### config.mk
export PLATFORM = sky130hd
export DESIGN_NAME = usp_top
export DESIGN_NICKNAME = d
export VERILOG_FILES = /design/src/design/usp_pkg.sv /design/src/design/usp_rx.sv /design/src/design/usp_top.sv /design/src/design/usp_tx.sv
export SDC_FILE = /design/constraint.sdc
export NUM_CORES = 1
export LEC_CHECK = 0
export ABC_AREA = 1
export BUFFER_PORTS_ARGS = -buffer_cell sky130_fd_sc_hd__buf_2
export CAP_MARGIN = 20
export CORE_MARGIN = 5
export CORE_UTILIZATION = 60
export CTS_CLUSTER_DIAMETER = 40
export CTS_CLUSTER_SIZE = 24
export DETAILED_ROUTE_END_ITERATION = 7
export PLACE_DENSITY = 0.88
export SETUP_SLACK_MARGIN = 0.1
export SYNTH_ARGS = -nofsm -noshare
export SYNTH_HDL_FRONTEND = slang
export SYNTH_SLANG_ARGS = --single-unit
### constraint.sdc
create_clock -name clock_in -period 5.2 [get_ports clock_in]
set_clock_uncertainty 0.2 [all_clocks]
set_input_delay 0.26 -clock clock_in [delete_from_list [all_inputs] [get_ports clock_in]]
set_output_delay 0.26 -clock clock_in [all_outputs]
set_load 0.005 [all_outputs]
### src/design/usp_pkg.sv
package usp_pkg;

  ////////////////////////////////////////////////////////////////////////////////
  // clock and bit timing
  localparam int unsigned CLK_HZ       = 250_000_000;
  localparam int unsigned BAUD_DEFAULT = 115_200;
  // divisor is the number of clocks per bit minus one
  localparam logic [15:0] BAUD_DIV_RST =
    16'((CLK_HZ + BAUD_DEFAULT / 2) / BAUD_DEFAULT - 1);
  localparam logic [15:0] BAUD_DIV_MIN = 16'h0003;

  ////////////////////////////////////////////////////////////////////////////////
  // register offsets (byte addresses)
  localparam logic [7:0] OFS_CTRL   = 8'h00;
  localparam logic [7:0] OFS_FLAGS  = 8'h04;
  localparam logic [7:0] OFS_MASK   = 8'h08;
  localparam logic [7:0] OFS_TXDATA = 8'h0c;
  localparam logic [7:0] OFS_RXDATA = 8'h10;
  localparam logic [7:0] OFS_BAUD   = 8'h14;
  localparam logic [7:0] OFS_STAT   = 8'h18;

  ////////////////////////////////////////////////////////////////////////////////
  // control fields
  localparam int unsigned CTRL_W        = 5;
  localparam int unsigned CTRL_MODE     = 0;
  localparam int unsigned CTRL_IRQ_EN   = 1;
  localparam int unsigned CTRL_TX_NINTH = 2;
  localparam int unsigned CTRL_RX_EN    = 3;
  localparam int unsigned CTRL_LOOP     = 4;
  localparam logic [4:0]  CTRL_RST      = 5'h00;

  // flag and mask fields, same layout
  localparam int unsigned FLAG_W       = 4;
  localparam int unsigned FLAG_RX_DONE = 0;
  localparam int unsigned FLAG_TX_DONE = 1;
  localparam int unsigned FLAG_OVERRUN = 2;
  localparam int unsigned FLAG_FRAME   = 3;
  localparam logic [3:0]  FLAGS_RST    = 4'h0;
  localparam logic [3:0]  MASK_RST     = 4'h0;

  // read-only state fields
  localparam int unsigned STAT_RX_NINTH = 0;
  localparam int unsigned STAT_TX_BUSY  = 1;
  localparam int unsigned STAT_RX_BUSY  = 2;

  localparam logic [2:0]  LAST_DATA_BIT = 3'h7;

  ////////////////////////////////////////////////////////////////////////////////
  // types
  typedef enum logic {USP_MODE_8BIT, USP_MODE_9BIT} usp_mode_t;
  typedef enum logic [2:0] {ST_IDLE, ST_START, ST_DATA, ST_NINTH, ST_STOP} usp_state_t;

  ////////////////////////////////////////////////////////////////////////////////
  // bit timing helpers
  function automatic logic usp_full_tick(input logic [15:0] cnt, input logic [15:0] div);
    return cnt >= div;
  endfunction

  function automatic logic usp_half_tick(input logic [15:0] cnt, input logic [15:0] div);
    return cnt >= {1'b0, div[15:1]};
  endfunction

endpackage

### src/design/usp_rx.sv
`timescale 1ns/1ps
`default_nettype none
module usp_rx
  import usp_pkg::*;
(
  // clock and reset
  input  wire logic        clock_in,
  input  wire logic        reset_n_in,
  // control
  input  wire logic        enable_in,
  input  wire logic        mode_in,
  input  wire logic [15:0] div_in,
  // line, already synchronised
  input  wire logic        line_in,
  // result
  output logic             busy_out,
  output logic             done_out,
  output logic [7:0]       data_out,
  output logic             ninth_out,
  output logic             frame_err_out
);

  usp_state_t state_r, state_nxt;
  logic [15:0] cnt_r, cnt_nxt;
  logic [2:0]  bit_r, bit_nxt;
  logic [7:0]  shift_r, shift_nxt;
  logic        nbit_r, nbit_nxt;
  logic        mode_r, mode_nxt;
  logic        done_r, done_nxt;
  logic [7:0]  data_r, data_nxt;
  logic        ninth_r, ninth_nxt;
  logic        ferr_r, ferr_nxt;
  wire  logic  tick = usp_full_tick(cnt_r, div_in);
  wire  logic  half = usp_half_tick(cnt_r, div_in);

  always_comb begin
    state_nxt = state_r;
    cnt_nxt   = tick ? 16'h0000 : cnt_r + 16'h0001;
    bit_nxt   = bit_r;
    shift_nxt = shift_r;
    nbit_nxt  = nbit_r;
    mode_nxt  = mode_r;
    done_nxt  = 1'b0;
    data_nxt  = data_r;
    ninth_nxt = ninth_r;
    ferr_nxt  = ferr_r;
    case (state_r)
      ST_IDLE: begin
        cnt_nxt = 16'h0000;
        if (enable_in && !line_in) begin
          mode_nxt  = mode_in;
          state_nxt = ST_START;
        end
      end
      // half a bit in, so every later sample lands mid-bit
      ST_START: if (half) begin
        cnt_nxt   = 16'h0000;
        bit_nxt   = 3'h0;
        state_nxt = line_in ? ST_IDLE : ST_DATA;
      end
      ST_DATA: if (tick) begin
        shift_nxt = {line_in, shift_r[7:1]};
        bit_nxt   = bit_r + 3'h1;
        if (bit_r == LAST_DATA_BIT) begin
          state_nxt = (mode_r == USP_MODE_9BIT) ? ST_NINTH : ST_STOP;
        end
      end
      ST_NINTH: if (tick) begin
        nbit_nxt  = line_in;
        state_nxt = ST_STOP;
      end
      ST_STOP: if (tick) begin
        done_nxt  = 1'b1;
        data_nxt  = shift_r;
        ninth_nxt = (mode_r == USP_MODE_9BIT) ? nbit_r : line_in;
        ferr_nxt  = !line_in;
        state_nxt = ST_IDLE;
      end
      default: state_nxt = ST_IDLE;
    endcase
  end

  always_ff @(posedge clock_in or negedge reset_n_in) begin
    if (!reset_n_in) begin
      state_r <= ST_IDLE;
      cnt_r   <= 16'h0000;
      bit_r   <= 3'h0;
      shift_r <= 8'h00;
      nbit_r  <= 1'b0;
      mode_r  <= 1'b0;
      done_r  <= 1'b0;
      data_r  <= 8'h00;
      ninth_r <= 1'b0;
      ferr_r  <= 1'b0;
    end else begin
      state_r <= state_nxt;
      cnt_r   <= cnt_nxt;
      bit_r   <= bit_nxt;
      shift_r <= shift_nxt;
      nbit_r  <= nbit_nxt;
      mode_r  <= mode_nxt;
      done_r  <= done_nxt;
      data_r  <= data_nxt;
      ninth_r <= ninth_nxt;
      ferr_r  <= ferr_nxt;
    end
  end

  assign busy_out      = (state_r != ST_IDLE);
  assign done_out      = done_r;
  assign data_out      = data_r;
  assign ninth_out     = ninth_r;
  assign frame_err_out = ferr_r;

endmodule
`default_nettype wire

### src/design/usp_top.sv
// The implementer's own choices: the strobed register port and the placing of the registers.
`timescale 1ns/1ps
`default_nettype none
module usp_top
  import usp_pkg::*;
(
  // clock and reset
  input  wire logic        clock_in,
  input  wire logic        reset_n_in,
  // register port
  input  wire logic [7:0]  addr_in,
  input  wire logic [31:0] wdata_in,
  input  wire logic        write_in,
  input  wire logic        read_in,
  output logic [31:0]      rdata_out,
  // serial line
  input  wire logic        rx_line_in,
  output logic             tx_line_out,
  // interrupt
  output logic             irq_out
);

  ////////////////////////////////////////////////////////////////////////////////
  // register state
  logic [CTRL_W-1:0] ctrl_r, ctrl_nxt;
  logic [FLAG_W-1:0] flags_r, flags_nxt;
  logic [FLAG_W-1:0] mask_r, mask_nxt;
  logic [15:0]       baud_r, baud_nxt;
  logic [31:0]       rdata_r;
  logic              irq_r;
  logic              rx_meta_r;
  logic              rx_sync_r;

  ////////////////////////////////////////////////////////////////////////////////
  // address decode
  wire logic hit_ctrl   = (addr_in == OFS_CTRL);
  wire logic hit_flags  = (addr_in == OFS_FLAGS);
  wire logic hit_mask   = (addr_in == OFS_MASK);
  wire logic hit_txdata = (addr_in == OFS_TXDATA);
  wire logic hit_rxdata = (addr_in == OFS_RXDATA);
  wire logic hit_baud   = (addr_in == OFS_BAUD);
  wire logic hit_stat   = (addr_in == OFS_STAT);

  wire logic wr_ctrl   = write_in && hit_ctrl;
  wire logic wr_flags  = write_in && hit_flags;
  wire logic wr_mask   = write_in && hit_mask;
  wire logic wr_txdata = write_in && hit_txdata;
  wire logic wr_baud   = write_in && hit_baud;

  ////////////////////////////////////////////////////////////////////////////////
  // control fields
  wire logic ctl_mode   = ctrl_r[CTRL_MODE];
  wire logic ctl_irq_en = ctrl_r[CTRL_IRQ_EN];
  wire logic ctl_ninth  = ctrl_r[CTRL_TX_NINTH];
  wire logic ctl_rx_en  = ctrl_r[CTRL_RX_EN];
  wire logic ctl_loop   = ctrl_r[CTRL_LOOP];

  ////////////////////////////////////////////////////////////////////////////////
  // transmitter
  logic tx_busy;
  logic tx_done;
  logic tx_line;

  // a write while busy is dropped; busy outlasts the done flag by the stop bit, so software polls busy
  wire logic tx_start = wr_txdata && !tx_busy;

  usp_tx u_tx (
    .clock_in   (clock_in),
    .reset_n_in (reset_n_in),
    .start_in   (tx_start),
    .data_in    (wdata_in[7:0]),
    .mode_in    (ctl_mode),
    .ninth_in   (ctl_ninth),
    .div_in     (baud_r),
    .busy_out   (tx_busy),
    .done_out   (tx_done),
    .line_out   (tx_line)
  );

  ////////////////////////////////////////////////////////////////////////////////
  // receiver input: the pin is asynchronous, two flops before any logic
  always_ff @(posedge clock_in or negedge reset_n_in) begin
    if (!reset_n_in) begin
      rx_meta_r <= 1'b1;
      rx_sync_r <= 1'b1;
    end else begin
      rx_meta_r <= rx_line_in;
      rx_sync_r <= rx_meta_r;
    end
  end

  // loopback takes the transmit flop directly, same clock, no sync needed
  wire logic rx_line = ctl_loop ? tx_line : rx_sync_r;

  ////////////////////////////////////////////////////////////////////////////////
  // receiver
  logic       rx_busy;
  logic       rx_done;
  logic [7:0] rx_data;
  logic       rx_ninth_bit;
  logic       rx_ferr;

  usp_rx u_rx (
    .clock_in      (clock_in),
    .reset_n_in    (reset_n_in),
    .enable_in     (ctl_rx_en),
    .mode_in       (ctl_mode),
    .div_in        (baud_r),
    .line_in       (rx_line),
    .busy_out      (rx_busy),
    .done_out      (rx_done),
    .data_out      (rx_data),
    .ninth_out     (rx_ninth_bit),
    .frame_err_out (rx_ferr)
  );

  ////////////////////////////////////////////////////////////////////////////////
  // sticky flags: set wins over a same-cycle write-one clear
  wire logic [FLAG_W-1:0] flag_clr = wr_flags ? wdata_in[FLAG_W-1:0] : FLAGS_RST;

  // a new byte while the rx done flag is still set and not being cleared is an overrun
  wire logic overrun = rx_done && flags_r[FLAG_RX_DONE] && !flag_clr[FLAG_RX_DONE];

  wire logic [FLAG_W-1:0] flag_set = {
    rx_done && rx_ferr,
    overrun,
    tx_done,
    rx_done
  };

  // only flag_clr takes bits away, so hardware never drops a done flag
  assign flags_nxt = (flags_r & ~flag_clr) | flag_set;

  ////////////////////////////////////////////////////////////////////////////////
  // writable registers
  assign ctrl_nxt = wr_ctrl ? wdata_in[CTRL_W-1:0] : ctrl_r;
  assign mask_nxt = wr_mask ? wdata_in[FLAG_W-1:0] : mask_r;

  // too small a divisor would collapse the half-bit sample point
  wire logic [15:0] baud_wr = (wdata_in[15:0] < BAUD_DIV_MIN) ? BAUD_DIV_MIN
                                                              : wdata_in[15:0];
  assign baud_nxt = wr_baud ? baud_wr : baud_r;

  always_ff @(posedge clock_in or negedge reset_n_in) begin
    if (!reset_n_in) begin
      ctrl_r  <= CTRL_RST;
      flags_r <= FLAGS_RST;
      mask_r  <= MASK_RST;
      baud_r  <= BAUD_DIV_RST;
    end else begin
      ctrl_r  <= ctrl_nxt;
      flags_r <= flags_nxt;
      mask_r  <= mask_nxt;
      baud_r  <= baud_nxt;
    end
  end

  ////////////////////////////////////////////////////////////////////////////////
  // interrupt: one level, unmasked flags ORed and gated by the enable
  wire logic [FLAG_W-1:0] flags_live = flags_r & mask_r;
  wire logic              irq_nxt    = ctl_irq_en && (|flags_live);

  always_ff @(posedge clock_in or negedge reset_n_in) begin
    if (!reset_n_in) begin
      irq_r <= 1'b0;
    end else begin
      irq_r <= irq_nxt;
    end
  end

  ////////////////////////////////////////////////////////////////////////////////
  // read path: data stands in the cycle after the strobe, zero otherwise
  wire logic [31:0] rd_ctrl  = {{(32 - CTRL_W){1'b0}}, ctrl_r};
  wire logic [31:0] rd_flags = {{(32 - FLAG_W){1'b0}}, flags_r};
  wire logic [31:0] rd_mask  = {{(32 - FLAG_W){1'b0}}, mask_r};
  wire logic [31:0] rd_rx    = {24'h000000, rx_data};
  wire logic [31:0] rd_baud  = {16'h0000, baud_r};
  wire logic [31:0] rd_stat  = {29'h00000000, rx_busy, tx_busy, rx_ninth_bit};

  wire logic [31:0] rd_word =
    hit_ctrl   ? rd_ctrl  :
    hit_flags  ? rd_flags :
    hit_mask   ? rd_mask  :
    hit_rxdata ? rd_rx    :
    hit_baud   ? rd_baud  :
    hit_stat   ? rd_stat  :
    32'h00000000;

  always_ff @(posedge clock_in or negedge reset_n_in) begin
    if (!reset_n_in) begin
      rdata_r <= 32'h00000000;
    end else begin
      rdata_r <= read_in ? rd_word : 32'h00000000;
    end
  end

  ////////////////////////////////////////////////////////////////////////////////
  // outputs
  assign rdata_out   = rdata_r;
  assign tx_line_out = tx_line;
  assign irq_out     = irq_r;

endmodule
`default_nettype wire

### src/design/usp_tx.sv
`timescale 1ns/1ps
`default_nettype none
module usp_tx
  import usp_pkg::*;
(
  // clock and reset
  input  wire logic        clock_in,
  input  wire logic        reset_n_in,
  // request
  input  wire logic        start_in,
  input  wire logic [7:0]  data_in,
  input  wire logic        mode_in,
  input  wire logic        ninth_in,
  input  wire logic [15:0] div_in,
  // state
  output logic             busy_out,
  output logic             done_out,
  // line
  output logic             line_out
);

  usp_state_t state_r, state_nxt;
  logic [15:0] cnt_r, cnt_nxt;
  logic [2:0]  bit_r, bit_nxt;
  logic [7:0]  shift_r, shift_nxt;
  logic        ninth_r, ninth_nxt;
  logic        mode_r, mode_nxt;
  logic        line_r, line_nxt;
  logic        done_r, done_nxt;
  wire  logic  tick = usp_full_tick(cnt_r, div_in);

  always_comb begin
    state_nxt = state_r;
    cnt_nxt   = tick ? 16'h0000 : cnt_r + 16'h0001;
    bit_nxt   = bit_r;
    shift_nxt = shift_r;
    ninth_nxt = ninth_r;
    mode_nxt  = mode_r;
    line_nxt  = line_r;
    done_nxt  = 1'b0;
    case (state_r)
      ST_IDLE: begin
        cnt_nxt  = 16'h0000;
        line_nxt = 1'b1;
        if (start_in) begin
          // ninth level is sampled once here; later writes do not tear the frame
          shift_nxt = data_in;
          ninth_nxt = ninth_in;
          mode_nxt  = mode_in;
          line_nxt  = 1'b0;
          state_nxt = ST_START;
        end
      end
      ST_START: if (tick) begin
        line_nxt  = shift_r[0];
        bit_nxt   = 3'h0;
        state_nxt = ST_DATA;
      end
      ST_DATA: if (tick) begin
        shift_nxt = {1'b0, shift_r[7:1]};
        if (bit_r == LAST_DATA_BIT) begin
          if (mode_r == USP_MODE_9BIT) begin
            line_nxt  = ninth_r;
            state_nxt = ST_NINTH;
          end else begin
            line_nxt  = 1'b1;
            done_nxt  = 1'b1;
            state_nxt = ST_STOP;
          end
        end else begin
          line_nxt = shift_r[1];
          bit_nxt  = bit_r + 3'h1;
        end
      end
      ST_NINTH: if (tick) begin
        line_nxt  = 1'b1;
        done_nxt  = 1'b1;
        state_nxt = ST_STOP;
      end
      ST_STOP: if (tick) begin
        state_nxt = ST_IDLE;
      end
      default: state_nxt = ST_IDLE;
    endcase
  end

  always_ff @(posedge clock_in or negedge reset_n_in) begin
    if (!reset_n_in) begin
      state_r <= ST_IDLE;
      cnt_r   <= 16'h0000;
      bit_r   <= 3'h0;
      shift_r <= 8'h00;
      ninth_r <= 1'b0;
      mode_r  <= 1'b0;
      line_r  <= 1'b1;
      done_r  <= 1'b0;
    end else begin
      state_r <= state_nxt;
      cnt_r   <= cnt_nxt;
      bit_r   <= bit_nxt;
      shift_r <= shift_nxt;
      ninth_r <= ninth_nxt;
      mode_r  <= mode_nxt;
      line_r  <= line_nxt;
      done_r  <= done_nxt;
    end
  end

  assign busy_out = (state_r != ST_IDLE);
  assign done_out = done_r;
  assign line_out = line_r;

endmodule
`default_nettype wire

Word level (Yosys, flattened, before mapping)
Cells that the tools add are included.
{ "totals": {"regBits": 141, "inputBits": 45} }
{ "classes": {"add_sub_neg": 4, "n_lt_le_gt_ge": 4, "eq_ne": 29, "mux": 56, "bitwise_logic": 4, "n_reduce_logical": 35} }
{ "ops": {"columns": ["operator", "count"], "rows": [
  ["16-bit two-way mux", 10],
  ["3-bit two-way mux", 19],
  ["16-bit by 1-bit adder with 16-bit output (second input constant)", 2],
  ["16-bit >= comparator", 2],
  ["32-bit two-way mux", 1],
  ["16-bit case mux with 2 select lines", 1],
  ["3-bit case mux with 5 select lines", 2],
  ["8-bit by 5-bit equality test with 1-bit output (second input constant)", 3],
  ["2-bit by 1-bit != test with 1-bit output (second input constant)", 11],
  ["8-bit by 4-bit equality test with 1-bit output (second input constant)", 2],
  ["16-bit by 15-bit >= comparator with 1-bit output", 1],
  ["16-bit by 2-bit less-than comparator with 1-bit output (second input constant)", 1],
  ["8-bit two-way mux", 2],
  ["8-bit case mux with 2 select lines", 1],
  ["1-bit two-way mux", 14],
  ["3-bit by 2-bit equality test with 1-bit output (second input constant)", 4],
  ["3-bit equality test (second input constant)", 4],
  ["3-bit case mux with 2 select lines", 2],
  ["6-bit AND reduction", 2],
  ["1-bit logical AND", 11],
  ["2-bit AND reduction", 5],
  ["4-bit bitwise AND", 2],
  ["8-bit by 3-bit equality test with 1-bit output (second input constant)", 1],
  ["8-bit zero test", 1],
  ["17 further kinds", 28]
]} }

Depth between registers and ports, before layout
Gate-level depths: netlist of the first run.
{ "logic_depth": {"ltp_word": 8, "ltp_mapped": 15, "depth_no_buf": 15} }

By module
From an unflattened synthesis of the first run, not the netlist that was laid out.
{ "unflattened": {"cells_unflattened": 922, "hier_area_um2": 7582.3} }
{ "by_module_without_submodules": {"columns": ["module", "instances", "cells_per_inst", "area_each_um2", "seq_area_each_um2"], "rows": [
  ["usp_rx", 1, 350, 2895.3, 1076.0],
  ["usp_top", 1, 282, 2409.8, 1211.2],
  ["usp_tx", 1, 290, 2277.2, 852.1]
]} }

Worst setup path after synthesis of the first run
Ideal clock, no wire load.
{ "synth_path": {"kind": "flip-flop to flip-flop", "start": "reg baud_r[5]", "end": "reg u_tx.shift_r[7]", "setup_time_ps": 74, "arrival_ps": 1848, "path_slack_ps": 3078, "stages_incl_launch_ff": 13, "n_path_buf": 1, "cell_sequence": "dfstp_2 -> inv_1 -> ha_1 -> a21oi_1 -> nor2_1 -> nor3_1 -> nand2_1 -> nand2_1 -> nand4_1 -> nand2_2 -> buf_6 -> nand2_1 -> o21ai_2"} }
{ "synth_between": {"elab_chain_cells": 3} }
{ "synth_lines": {"columns": ["element", "line", "text"], "rows": [
  ["start, declared", "usp_top.sv:28", "logic [15:0] baud_r, baud_nxt;"],
  ["start signal, assigned", "usp_top.sv:154", "baud_r <= baud_nxt;"],
  ["16-bit >= comparator", "usp_pkg.sv:56", "return cnt >= div;"],
  ["2-bit by 1-bit != test with 1-bit output (no source line)", null, null],
  ["3-bit AND reduction (no source line)", null, null],
  ["end signal, assigned", "usp_tx.sv:101", "shift_r <= shift_nxt;"],
  ["end, declared", "usp_tx.sv:25", "logic [7:0] shift_r, shift_nxt;"]
]} }
Every way passes these cells.
A chain may end at the register's enable or synchronous reset.

Worst setup path after layout of the first run
{ "layout_path": {"start": "reg baud_r[5]", "end": "reg u_tx.line_r, in the netlist u_tx.line_out"} }
{ "layout_between": {"elab_chain_cells": 3} }
{ "layout_lines": {"columns": ["element", "line", "text"], "rows": [
  ["16-bit >= comparator *", "usp_pkg.sv:56", null],
  ["2-bit by 1-bit != test with 1-bit output (no source line)", null, null],
  ["4-bit AND reduction (no source line) *", null, null],
  ["end signal, assigned", "usp_tx.sv:104", "line_r <= line_nxt;"],
  ["end, declared", "usp_tx.sv:28", "logic line_r, line_nxt;"]
]} }
Mark *: on every way between the ends. The rest lies on a longest branch, timed or not.

==> qor.yml, run 1 <==
peak_ir_drop_on_the_vdd_network_uv: 298
pin_count: 79
timing.fmax_ghz: 0.354
port_buffers: 46
crit_slowest_cell: "dfstp_2"
floorplan.initialDensity_pct: 61.4
crit_path_frequent_cell: "nand2_1"
power.density_cell_area_nw_per_um2: 373
tightest_hold_margin_ps: 18.3
grt_busiest_layer: "met2"
total_leakage_power_nw: 4.09
grt_pass1_wl_um: 29000
tritoncts: "built"
slew_headroom_pct: 43.1
cts.sink_count: 125
fin_crit_sh_pct: 54.3
path_max_fanout: 17
die_h_um: 118
detail_route.drc_violations: 0
globalRouteMet3Util_pct: 6.78
placement.cell_area_um2: 7310
track_usage_pct: 25.7
synth_seq_area_share_pct: 44.8
design.die.area_um2: 14000
hold_buffers: 15
global_route.usage.met2_pct: 42.6
antenna_cells: 0
netlist_instances: 846
cp-end-kind: "register"
detailed_place_hpwl_um: 11600
cts-buffers-inserted: 17
max-cap-violations: 0
post_cts_setup_inserts: 0
drt_pass1_iterations: 5
ys.flop_type: "dfrtp_1"
layout-drive-gt1-share_pct: 13.3
antenna_found_initial: 0
layout_setup_ws_ps: 2380
layout.cell_area.non_filler_um2: 8080
cp_slowest_stage_delay_ps: 580
area_growth_syn_to_layout_pct: 15.2
mappedNetlistArea_um2: 7010
netlist-cell-type-count: 50
average_footprint_of_a_synthesized_cell_um2: 8.29
postRouteWirelength_um: 17100
met1_usage_pct: 32.1
drv_slew: 0
first_global_vias: 5938
worst_path_dominant_cell_family: "simple AND/OR/NAND/NOR gates"
cts.path.max_buffers: 2
overflow: 0
post_synth_edffs: 0
synth-seq-cells: 125
timing_hold_violations_final: 0
setup.worst_path.class: "register to register"
cp_num_buf_inv: 1
cts-root-buf: "clkbuf_16"
crit_path_cell_trace: "inv_1 -> ha_1 -> a21oi_1 -> nor2_1 -> nor3_1 -> nand2_1 -> nand2_1 -> nand4_2 -> nand2_1 -> nand2_1 -> o21ai_0"
htree_num_levels: 4
synth-async-reset-ratio_pct: 100
hp-class: "input port to register"
dp.cells: 1026
max_slew.worst_pin.slew_ps: 853
route.antenna.remaining_nets: 0
startpoint_class: "register"
rsz0062_at_grt: "false"
cts_resized: 0
critical_path_arrival_ps: 2970
clk_pin_slew_ps: 60
finish_stage_setup_viols: 0
post-place-ws_ps: 2460
yosysWarningCount: 0
clock_latency_ps: 430
finalWeightedCongestion: 0.955
status: "finished, final reports clean"
num_vias: 6025
timing.critical_path.required_ps: 5350
routed_wire_length_per_instance_um: 15.9
finalSetupTns_ps: 0
period_minus_slack_ps: 2820
grt_start_max_net_pins: 70
nets: 1015
first_iter_violations: 597
rows: 39
fin_cells: 1073
dieWidth_um: 118
detail_route.vias_per_cell: 5.62
core_area_um2: 11400
==> cells in the mapped netlist (all sizes together) (3+ instances only) <==
cell type,number,area [um^2]
nor4,3,33.8
nand3,26,140
buf,25,176
ha,53,663
nor2,80,328
o21ai,76,407
xor2,13,114
a21oi,37,193
a31oi,3,33.8
nor3,27,151
inv,107,402
xnor2,5,43.8
dfstp,9,236
dfrtp,116,2900
o21a,10,75.1
nand2,217,835
or2,4,25.0
nand4,15,106
==> layout make-up <==
class                      count  area, um^2
clock inverter                12         159
sequential                   125        3140
clock buffer                  20         457
tap                          143         179
inverter                     107         402
multi-input combinational    604        3350
fill                         835        3340
timing repair buffer          62         390
==> worst reg2reg max path, cell delays in order (launching register included) <==
cell and delay, ps:
dfstp_2 580, inv_1 90, ha_1 310, a21oi_1 150, nor2_1 50, nor3_1 200, nand2_1 80, nand2_1 180
nand4_2 490, nand2_1 260, nand2_1 60, o21ai_0 90
==> final timing paths <==
check / from / end / slack, ps / depth (start not counted)
worst min register to register: rx_meta_r$_DFF_PN1_ / rx_sync_r$_DFF_PN1_ / 160 / 0
worst max register to register: baud_r[5]$_DFFE_PN1P_ / u_tx.line_out$_DFFE_PN1P_ / 2380 / 11
min in group asynchronous: reset_n_in / u_tx.shift_r[0]$_DFFE_PN0P_ / 230 / 2
worst max-delay path: baud_r[5]$_DFFE_PN1P_ / u_tx.line_out$_DFFE_PN1P_ / 2380 / 11
worst min-delay path: wdata_in[1] / baud_r[1]$_DFFE_PN0P_ / 20 / 3
max in group asynchronous: reset_n_in / u_tx.cnt_r[14]$_DFF_PN0_ / 3240 / 3
==> cell families (layout without fill, tap and decap cells) <==
family	Yosys count	count (layout)	share of synthesized area [%]
XOR/XNOR	18	18	2.25
AND/OR/NAND/NOR	375	375	23.4
AO/OA/AOI/OAI	142	142	11.9
adder cells (fa/ha/maj)	53	53	9.46
flip-flops	125	125	44.8
buffers and inverters	132	201	8.24
other	1	16	0.0535
==> per-stage QoR <==
step / utilization, % / power, W
after floorplan: - / 0.00164
after global placement: 64.0 / 0.00175
after detailed placement: 64.0 / 0.00177
after CTS: 70.7 / 0.00302
after global routing: 70.7 / 0.00317
final: 70.7 / 0.00302
==> metal layers <==
layer  routed length [um]  share of wire [%]
met1                 6930                 41
met2                 8300                 49
met3                 1330                7.8
met4                  518                3.0
met5                    0                  0
==> sequential cells by signal, indices dropped and copies added, names as in the netlist, 3 cells and up <==
signal         count
u_tx.cnt_r        16
baud_r            16
ctrl_r             5
rdata_out         16
u_rx.bit_r         3
flags_r            4
u_rx.cnt_r        16
u_rx.state_r       3
mask_r             4
u_tx.state_r       3
u_rx.data_out      8
u_tx.shift_r       8
u_tx.bit_r         3
u_rx.shift_r       8
==> cells in the final DEF, fill, tap and decap left out, types with 3 or more instances in the layout <==
cell           count
bufinv_16          3
dfstp_2            9
ha_1              53
inv_1            104
o21a_1            10
nand4_1           13
nand2_2            5
dlygate4sd3_1     15
inv_2              3
o21ai_1           19
o21ai_2            7
a21oi_1           35
xnor2_1            5
dfrtp_1          116
conb_1            16
clkinv_4           3
nand2_1          211
clkbuf_16         17
or2_2              4
nor3_1            25
nor2_1            73
xor2_1            13
o21ai_0           50
buf_2             45
nand3_1           24
nor2_2             5
==> report_power, final <==
part | switching, W | leakage, nW | total (W) | internal, W
Clock | 0.000449 | 0.297 | 0.00123 | 0.000781
Sequential | 0.0000670 | 1.65 | 0.00113 | 0.00106
Combinational | 0.000439 | 2.15 | 0.000656 | 0.000216
Total | 0.000955 | 4.09 | 0.00302 | 0.00206
No activity file was read; power rests on OpenSTA's default activity.
==> run 2: changes to the inputs <==
--- a/config.mk
+++ b/config.mk
@@ -9,11 +9,11 @@
 export BUFFER_PORTS_ARGS = -buffer_cell sky130_fd_sc_hd__buf_2
 export CAP_MARGIN = 20
 export CORE_MARGIN = 5
-export CORE_UTILIZATION = 60
+export CORE_UTILIZATION = 59
 export CTS_CLUSTER_DIAMETER = 40
 export CTS_CLUSTER_SIZE = 24
 export DETAILED_ROUTE_END_ITERATION = 7
-export PLACE_DENSITY = 0.88
+export PLACE_DENSITY = 0.87
 export SETUP_SLACK_MARGIN = 0.1
 export SYNTH_ARGS = -nofsm -noshare
 export SYNTH_HDL_FRONTEND = slang
==> constraint.sdc (replaced) <==
create_clock -name clock_in -period 2.8 [get_ports clock_in]
set_clock_uncertainty 0.2 [all_clocks]
set_input_delay 0.14 -clock clock_in [delete_from_list [all_inputs] [get_ports clock_in]]
set_output_delay 0.14 -clock clock_in [all_outputs]
set_load 0.005 [all_outputs]
==> qor.yml, run 2 (same netlist as run 1, synthesis figures left out) <==
antenna_found_initial: 0  # unchanged
pwr-share-clk_pct: 39.4  # -1.4 points
crit_slowest_cell: "dfstp_2"
layout_commonest_cell: "nand2_1"
tritoncts: "built"
drv_slew: 0  # unchanged
route.antenna.remaining_nets: 0  # unchanged
dieWidth_um: 119  # +0.77%
power_frac_seq_pct: 37.7  # +0.2 points
rsz0062_at_grt: "true"
area_growth_syn_to_layout_pct: 16.4
p_comb_share_pct: 22.8  # +1.1 points
post-place-ws_ps: 312  # -2150 ps
startpoint_class: "register"
cts.sink_count: 125  # unchanged
finalSetupTns_ps: 0  # unchanged
layout.cell_area.non_filler_um2: 8170  # +1.1%
port_buffers: 46  # unchanged
timing.critical_path.required_ps: 2890  # -2460 ps
detail_route.vias_per_cell: 5.68  # +1.1%
crit_path_frequent_cell: "nand2_1"
power.density_cell_area_nw_per_um2: 683  # +83%
htree_num_levels: 4  # unchanged
routed_wire_length_per_instance_um: 16.3  # +2.6%
max-cap-violations: 0  # unchanged
nFillCells: 808  # -3.2%
nets: 1024  # +0.89%
die_h_um: 119  # +0.77%
first_global_vias: 5926  # -0.20%
path_max_fanout: 6  # -11
period_minus_slack_ps: 2560  # -265 ps
first_iter_violations: 689  # +15%
worst_path_dominant_cell_family: "simple AND/OR/NAND/NOR gates"
postRouteWirelength_um: 17700  # +3.5%
track_usage_pct: 25.7  # about the same
status: "finished, final reports clean"
floorplan.initialDensity_pct: 60.9  # -0.52 points
placement.cell_area_um2: 7350  # +0.48%
grt_start_max_net_pins: 86  # +23%
crit_path_cell_trace: "inv_1 -> ha_1 -> nand2_1 -> nor3_1 -> nand2_1 -> nand3_1 -> nand3_1 -> nand2_1 -> o21ai_0"
clk_pin_slew_ps: 60  # about the same
layout_setup_ws_ps: 243  # -2140 ps
core_area_um2: 11500  # +0.85%
num_vias: 6142  # +1.9%
fin_crit_sh_pct: 91.3  # +37 points
finalWeightedCongestion: 0.905  # -5.2%
total_leakage_power_nw: 4.14  # +1.2%
timing_hold_violations_final: 0  # unchanged
setup.worst_path.class: "register to register"
cts-root-buf: "clkbuf_16"
cp-end-kind: "register"
timing.fmax_ghz: 0.391  # +10%
tightest_hold_margin_ps: 27.7  # +9.40 ps
cp_num_buf_inv: 1  # unchanged
slew_headroom_pct: 51.4  # +8.3 points
detailed_place_hpwl_um: 11800  # +1.3%
hp-class: "input port to register"
internal_power_w: 0.00377  # +83%
clock_latency_ps: 420  # about the same
grt_pass1_wl_um: 29100  # +0.26%
switching_share_pct: 32.4  # +0.77 points
cts.path.max_buffers: 2  # unchanged
overflow: 0  # unchanged
peak_ir_drop_on_the_vdd_network_uv: 584  # +96%
detail_route.drc_violations: 0  # unchanged
antenna_cells: 0  # unchanged
rows: 39  # unchanged
design.die.area_um2: 14200  # +1.6%
layout-drive-gt1-share_pct: 13.6  # +0.30 points
finish_stage_setup_viols: 0  # unchanged
critical_path_arrival_ps: 2650  # -320 ps
power.switching_w: 0.00181  # +89%
cp_slowest_stage_delay_ps: 530  # -50 ps
drt_pass1_iterations: 6  # +1
cts-buffers-inserted: 17  # unchanged
layout_common_cells: "nand2_1 (211), dfrtp_1 (116), inv_1 (104)"
max_slew.worst_pin.slew_ps: 721  # -132 ps
pin_count: 79  # unchanged
==> run 2: cell count changes in the layout (fill, tap and decap cells not counted), sizes merged <==
cell / delta
dlygate4sd3: +6
buf: +3
clkinvlp: +2
bufinv: -1
clkbuf: -1
clkinv: +1
inv: -1
==> run 2: stage by stage <==
| step | std cells | util [%] | power [W] |
|---|---|---|---|
| 2_1_floorplan | 861 | - | 0.00304 |
| 3_3_place_gp | 1029 | 63.8 | 0.00328 |
| 3_5_place_dp | 1029 | 63.8 | 0.00332 |
| 4_1_cts | 1082 | 70.8 | 0.00554 |
| 5_1_grt | 1082 | 70.9 | 0.00587 |
| 6_report | 1082 | 70.9 | 0.00558 |
==> run 2: power groups by stage <==
stage,Combinational (W),Clock [W],Sequential [W]
3_3_place_gp,0.00116,0,0.00212
5_1_grt,0.00145,0.00230,0.00212
2_1_floorplan,0.000947,0,0.00209
3_5_place_dp,0.00119,0,0.00212
6_report,0.00127,0.00220,0.00211
4_1_cts,0.00124,0.00220,0.00210
==> run 2: path summary, 6_finish.rpt <==
kind / start / end / slack (ps) / cells past startpoint
worst max-delay path: baud_r[11]$_DFFE_PN1P_ / u_tx.bit_r[0]$_DFFE_PN0P_ / 240 / 9
worst min-delay path: addr_in[3] / rdata_out[6]$_DFF_PN0_ / 30 / 6
worst max register to register: baud_r[11]$_DFFE_PN1P_ / u_tx.bit_r[0]$_DFFE_PN0P_ / 240 / 9
worst min register to register: rx_meta_r$_DFF_PN1_ / rx_sync_r$_DFF_PN1_ / 160 / 0
max in group asynchronous: reset_n_in / u_tx.state_r[1]$_DFFE_PN0P_ / 1740 / 3
min in group asynchronous: reset_n_in / u_tx.bit_r[1]$_DFFE_PN0P_ / 120 / 3
==> run 2: area by class of cell <==
cell class	count	area [um^2]	share of cell area (%)
Clock buffer	19	453	5.55
Clock inverter	13	140	1.72
Inverter	107	402	4.92
Multi-Input combinational cell	604	3370	41.2
Sequential cell	125	3140	38.4
Tap cell	143	179	2.19
Timing Repair Buffer	71	485	5.95
==> run 2: tightest hold or removal path, cell delays in order <==
cell and delay, ps:
buf_2 100, nor2_1 50, inv_2 70, nor2_4 60
nand2_1 90, a21oi_1 80
==> run 2: per-layer routing <==
| layer | wire length, um | share of wire (%) | GRT usage [%] | vias to the layer above |
|---|---|---|---|---|
| met5 | 0 | 0 | 0 | - |
| met1 | 7300 | 41 | 33.6 | 2920 |
| met4 | 473 | 2.7 | 9.63 | 0 |
| met2 | 8390 | 47 | 41.0 | 282 |
| li1 | - | - | - | 2892 |
| met3 | 1520 | 8.6 | 7.30 | 48 |
==> run 2: what timing repair did <==
action,CTS,global route
endpoints found under the hold margin,164,0
hold buffers,21,0
resized for setup,0,3
endpoints found under the setup margin,0,10
setup buffers,0,0
==> run 3: changes to the inputs <==
--- a/config.mk
+++ b/config.mk
@@ -5,7 +5,6 @@
 export SDC_FILE = /design/constraint.sdc
 export NUM_CORES = 1
 export LEC_CHECK = 0
-export ABC_AREA = 1
 export BUFFER_PORTS_ARGS = -buffer_cell sky130_fd_sc_hd__buf_2
 export CAP_MARGIN = 20
 export CORE_MARGIN = 5
@@ -13,7 +12,7 @@
 export CTS_CLUSTER_DIAMETER = 40
 export CTS_CLUSTER_SIZE = 24
 export DETAILED_ROUTE_END_ITERATION = 7
-export PLACE_DENSITY = 0.87
+export PLACE_DENSITY = 0.88
 export SETUP_SLACK_MARGIN = 0.1
 export SYNTH_ARGS = -nofsm -noshare
 export SYNTH_HDL_FRONTEND = slang
==> qor.yml, run 3 <==
rsz0062_at_grt: "true"
rrSetupSlack_ps: 10  # -230 ps
routed_wire_length_per_instance_um: 22.3  # +36%
layout_common_cells: "dfrtp_1 (116), nor2_1 (61), ha_1 (48)"
cp-end-kind: "register"
htree_num_levels: 4  # unchanged
power.density_cell_area_nw_per_um2: 674  # -1.3%
post-place-ws_ps: 43.4  # -268 ps
post_synth_edffs: 0  # unchanged
synth-async-reset-ratio_pct: 100  # unchanged
tightest_hold_margin_ps: 32.5  # +4.82 ps
critical_path.endpoint: "u_rx.cnt_r[14]$_DFF_PN0_"
setup.worst_path.class: "register to register"
netlist-cell-type-count: 67  # +34%
layout_commonest_cell: "dfrtp_1"
power.switching_w: 0.00174  # -4.0%
cts-buffers-inserted: 17  # unchanged
peak_ir_drop_on_the_vdd_network_uv: 528  # -9.6%
track_usage_pct: 28.5  # +2.8 points
timing.fmax_ghz: 0.358  # -8.4%
cp-startpoint: "baud_r[5]$_DFFE_PN1P_"
cts.sink_count: 125  # unchanged
status: "finished, final reports clean"
yosys-mux-area-fraction_pct: 6.02  # +6.0 points
yosys.area_share.simple_pct: 15.6  # -7.8 points
grt_pass1_wl_um: 29400  # +1.0%
pin_count: 79  # unchanged
drv_slew: 0  # unchanged
ys.flop_type: "dfrtp_1"
first_global_vias: 5814  # -1.9%
synth-seq-cells: 125  # unchanged
period_minus_slack_ps: 2790  # +233 ps
power_frac_seq_pct: 38.3  # +0.6 points
hp-class: "input port to async pin"
layout_setup_ws_ps: 9.73  # -233 ps
route.antenna.remaining_nets: 0  # unchanged
drt_pass1_iterations: 5  # -1
tritoncts: "built"
first_iter_violations: 599  # -13%
finish_stage_setup_viols: 0  # unchanged
die_h_um: 117  # -1.7%
postRouteWirelength_um: 19900  # +13%
overflow: 0  # unchanged
clock_latency_ps: 430  # about the same
port_buffers: 46  # unchanged
dp.cells: 835  # -19%
dieWidth_um: 117  # -1.7%
detail_route.vias_per_cell: 6.47  # +14%
nets: 838  # -18%
compound_gate_portion_of_the_synthesized_area_pct: 13.0  # +1.2 points
antenna_found_initial: 1  # +1
finalWeightedCongestion: 0.918  # +1.5%
max-cap-violations: 0  # unchanged
max_slew.worst_pin.slew_ps: 1070  # +352 ps
mappedNetlistArea_um2: 6760  # -3.6%
synth_fa_ha_area_share_pct: 9.81  # +0.35 points
switching_share_pct: 31.1  # -1.3 points
clk_pin_slew_ps: 60  # about the same
pwr-share-clk_pct: 39.9  # +0.5 points
synthTopCellsByArea: "dfrtp_1 (43%), ha_1 (9.8%), dfstp_2 (3.5%), mux2_2 (3.5%), nor2_1 (3.5%)"
cts-root-buf: "clkbuf_16"
core_area_um2: 11300  # -1.7%
average_footprint_of_a_synthesized_cell_um2: 10.5  # +27%
startpoint_class: "register"
path_max_fanout: 8  # +2
yosysWarningCount: 0  # unchanged
area_growth_syn_to_layout_pct: 22.4
finalSetupTns_ps: 0  # unchanged
synth_seq_area_share_pct: 46.4  # +1.7 points
source_of_the_worst_register_to_register_timing_path: "baud_r[5]$_DFFE_PN1P_"
total_leakage_power_nw: 3.87  # -6.5%
slew_headroom_pct: 28.2  # -23 points
cts.path.max_buffers: 2  # unchanged
crit-reg2reg-capture: "u_rx.cnt_r[14]$_DFF_PN0_"
netlist_instances: 641  # -24%
yosysTopAreaCellShare_pct: 42.9  # +1.5 points
layout-drive-gt1-share_pct: 25.8  # +12 points
timing_hold_violations_final: 0  # unchanged
critical_path_arrival_ps: 2930  # +280 ps
design.die.area_um2: 13700  # -3.3%
synth_most_common_cell: "dfrtp_1"
antenna_cells: 0  # unchanged
detail_route.drc_violations: 0  # unchanged
floorplan.initialDensity_pct: 59.7  # -1.2 points
internal_power_w: 0.00384  # +2.0%
num_vias: 5798  # -5.6%
p_comb_share_pct: 21.8  # -1.0 points
timing.critical_path.required_ps: 2940  # +50 ps
synth_commonest_cells: "dfrtp_1 (116), nor2_1 (63), ha_1 (53)"
nFillCells: 685  # -15%
detailed_place_hpwl_um: 12200  # +3.9%
synth-xor-area-share_pct: 3.76  # +1.5 points
rows: 39  # unchanged
synth_top_family_by_area: "simple AND/OR/NAND/NOR gates"
fin_crit_sh_pct: 99.7  # +8.3 points
grt_start_max_net_pins: 39  # -55%
reg2reg_depth: 10  # +1
post-synth-top-area-cell: "dfrtp_1"
fin_cells: 896  # -17%
run 3: how the worst min path moves through the flow:
stage                                         end  slack [ps]       start  depth (start not counted)
after floorplan            baud_r[10]$_DFFE_PN0P_        -360  reset_n_in                          0
after global placement     baud_r[12]$_DFFE_PN0P_         -80  reset_n_in                          1
after detailed placement   baud_r[12]$_DFFE_PN0P_         -70  reset_n_in                          1
after CTS                 rdata_out[13]$_DFF_PN0_          20  addr_in[2]                          4
after global routing       baud_r[12]$_DFFE_PN0P_          60  reset_n_in                          2
final                      baud_r[12]$_DFFE_PN0P_          30  reset_n_in                          2
run 3: kinds of logic after synthesis:
kind of cell	Yosys count
fa+ha+maj	53
xor+xnor	29
other cells	1
compound gates	121
flops	125
buf+inv	69
mux	34
simple gates	209
run 3: routing by layer:
metal | routed length (um) | track usage, % | part of all wire, %
met5 | 13 | 0 | 0.065
met4 | 960 | 14.6 | 4.8
met3 | 1840 | 7.25 | 9.2
met2 | 9920 | 48.4 | 50
met1 | 7210 | 33.5 | 36
run 3: final cells by class:
cell class / instances / area (um^2) / share of cell area [%]
Tap cell: 143 / 179 / 2.16
Multi-Input combinational cell: 462 / 3500 / 42.3
Timing Repair Buffer: 99 / 726 / 8.77
Clock buffer: 18 / 439 / 5.31
Inverter: 35 / 135 / 1.63
Sequential cell: 125 / 3140 / 37.9
Clock inverter: 14 / 159 / 1.92
run 3: power groups by stage:
stage	Combinational, W	Clock (W)	Sequential [W]
after global placement	0.000940	0	0.00213
after global routing	0.00133	0.00233	0.00215
final	0.00122	0.00223	0.00213
after floorplan	0.000764	0	0.00208
after detailed placement	0.000999	0	0.00215
after CTS	0.00107	0.00223	0.00212
run 3: through the flow:
stage	instance area, um^2	util [%]	total power (W)
CTS	8030	71.0	0.00542
floorplan	6820	-	0.00284
global route	8280	73.1	0.00581
finish	8280	73.1	0.00558
detailed placement	7200	63.6	0.00315
global placement	7200	63.6	0.00307
run 3: repair_timing:
item,in CTS,in global routing
hold buffers,20,0
resized for setup,6,34
setup endpoints to repair,48,50
gates cloned,0,2
pin swaps,1,15
setup buffers,1,6
endpoints found under the hold margin,88,0
run 3: worst max-delay path: stages, from the launching register on:
cell and delay (ps):
dfstp_2 580, clkinvlp_4 200, ha_4 280, a211oi_4 240
nor4_4 80, a311oi_4 300, and2_4 220, buf_4 160
o41ai_4 100, buf_6 180, nor2_1 150
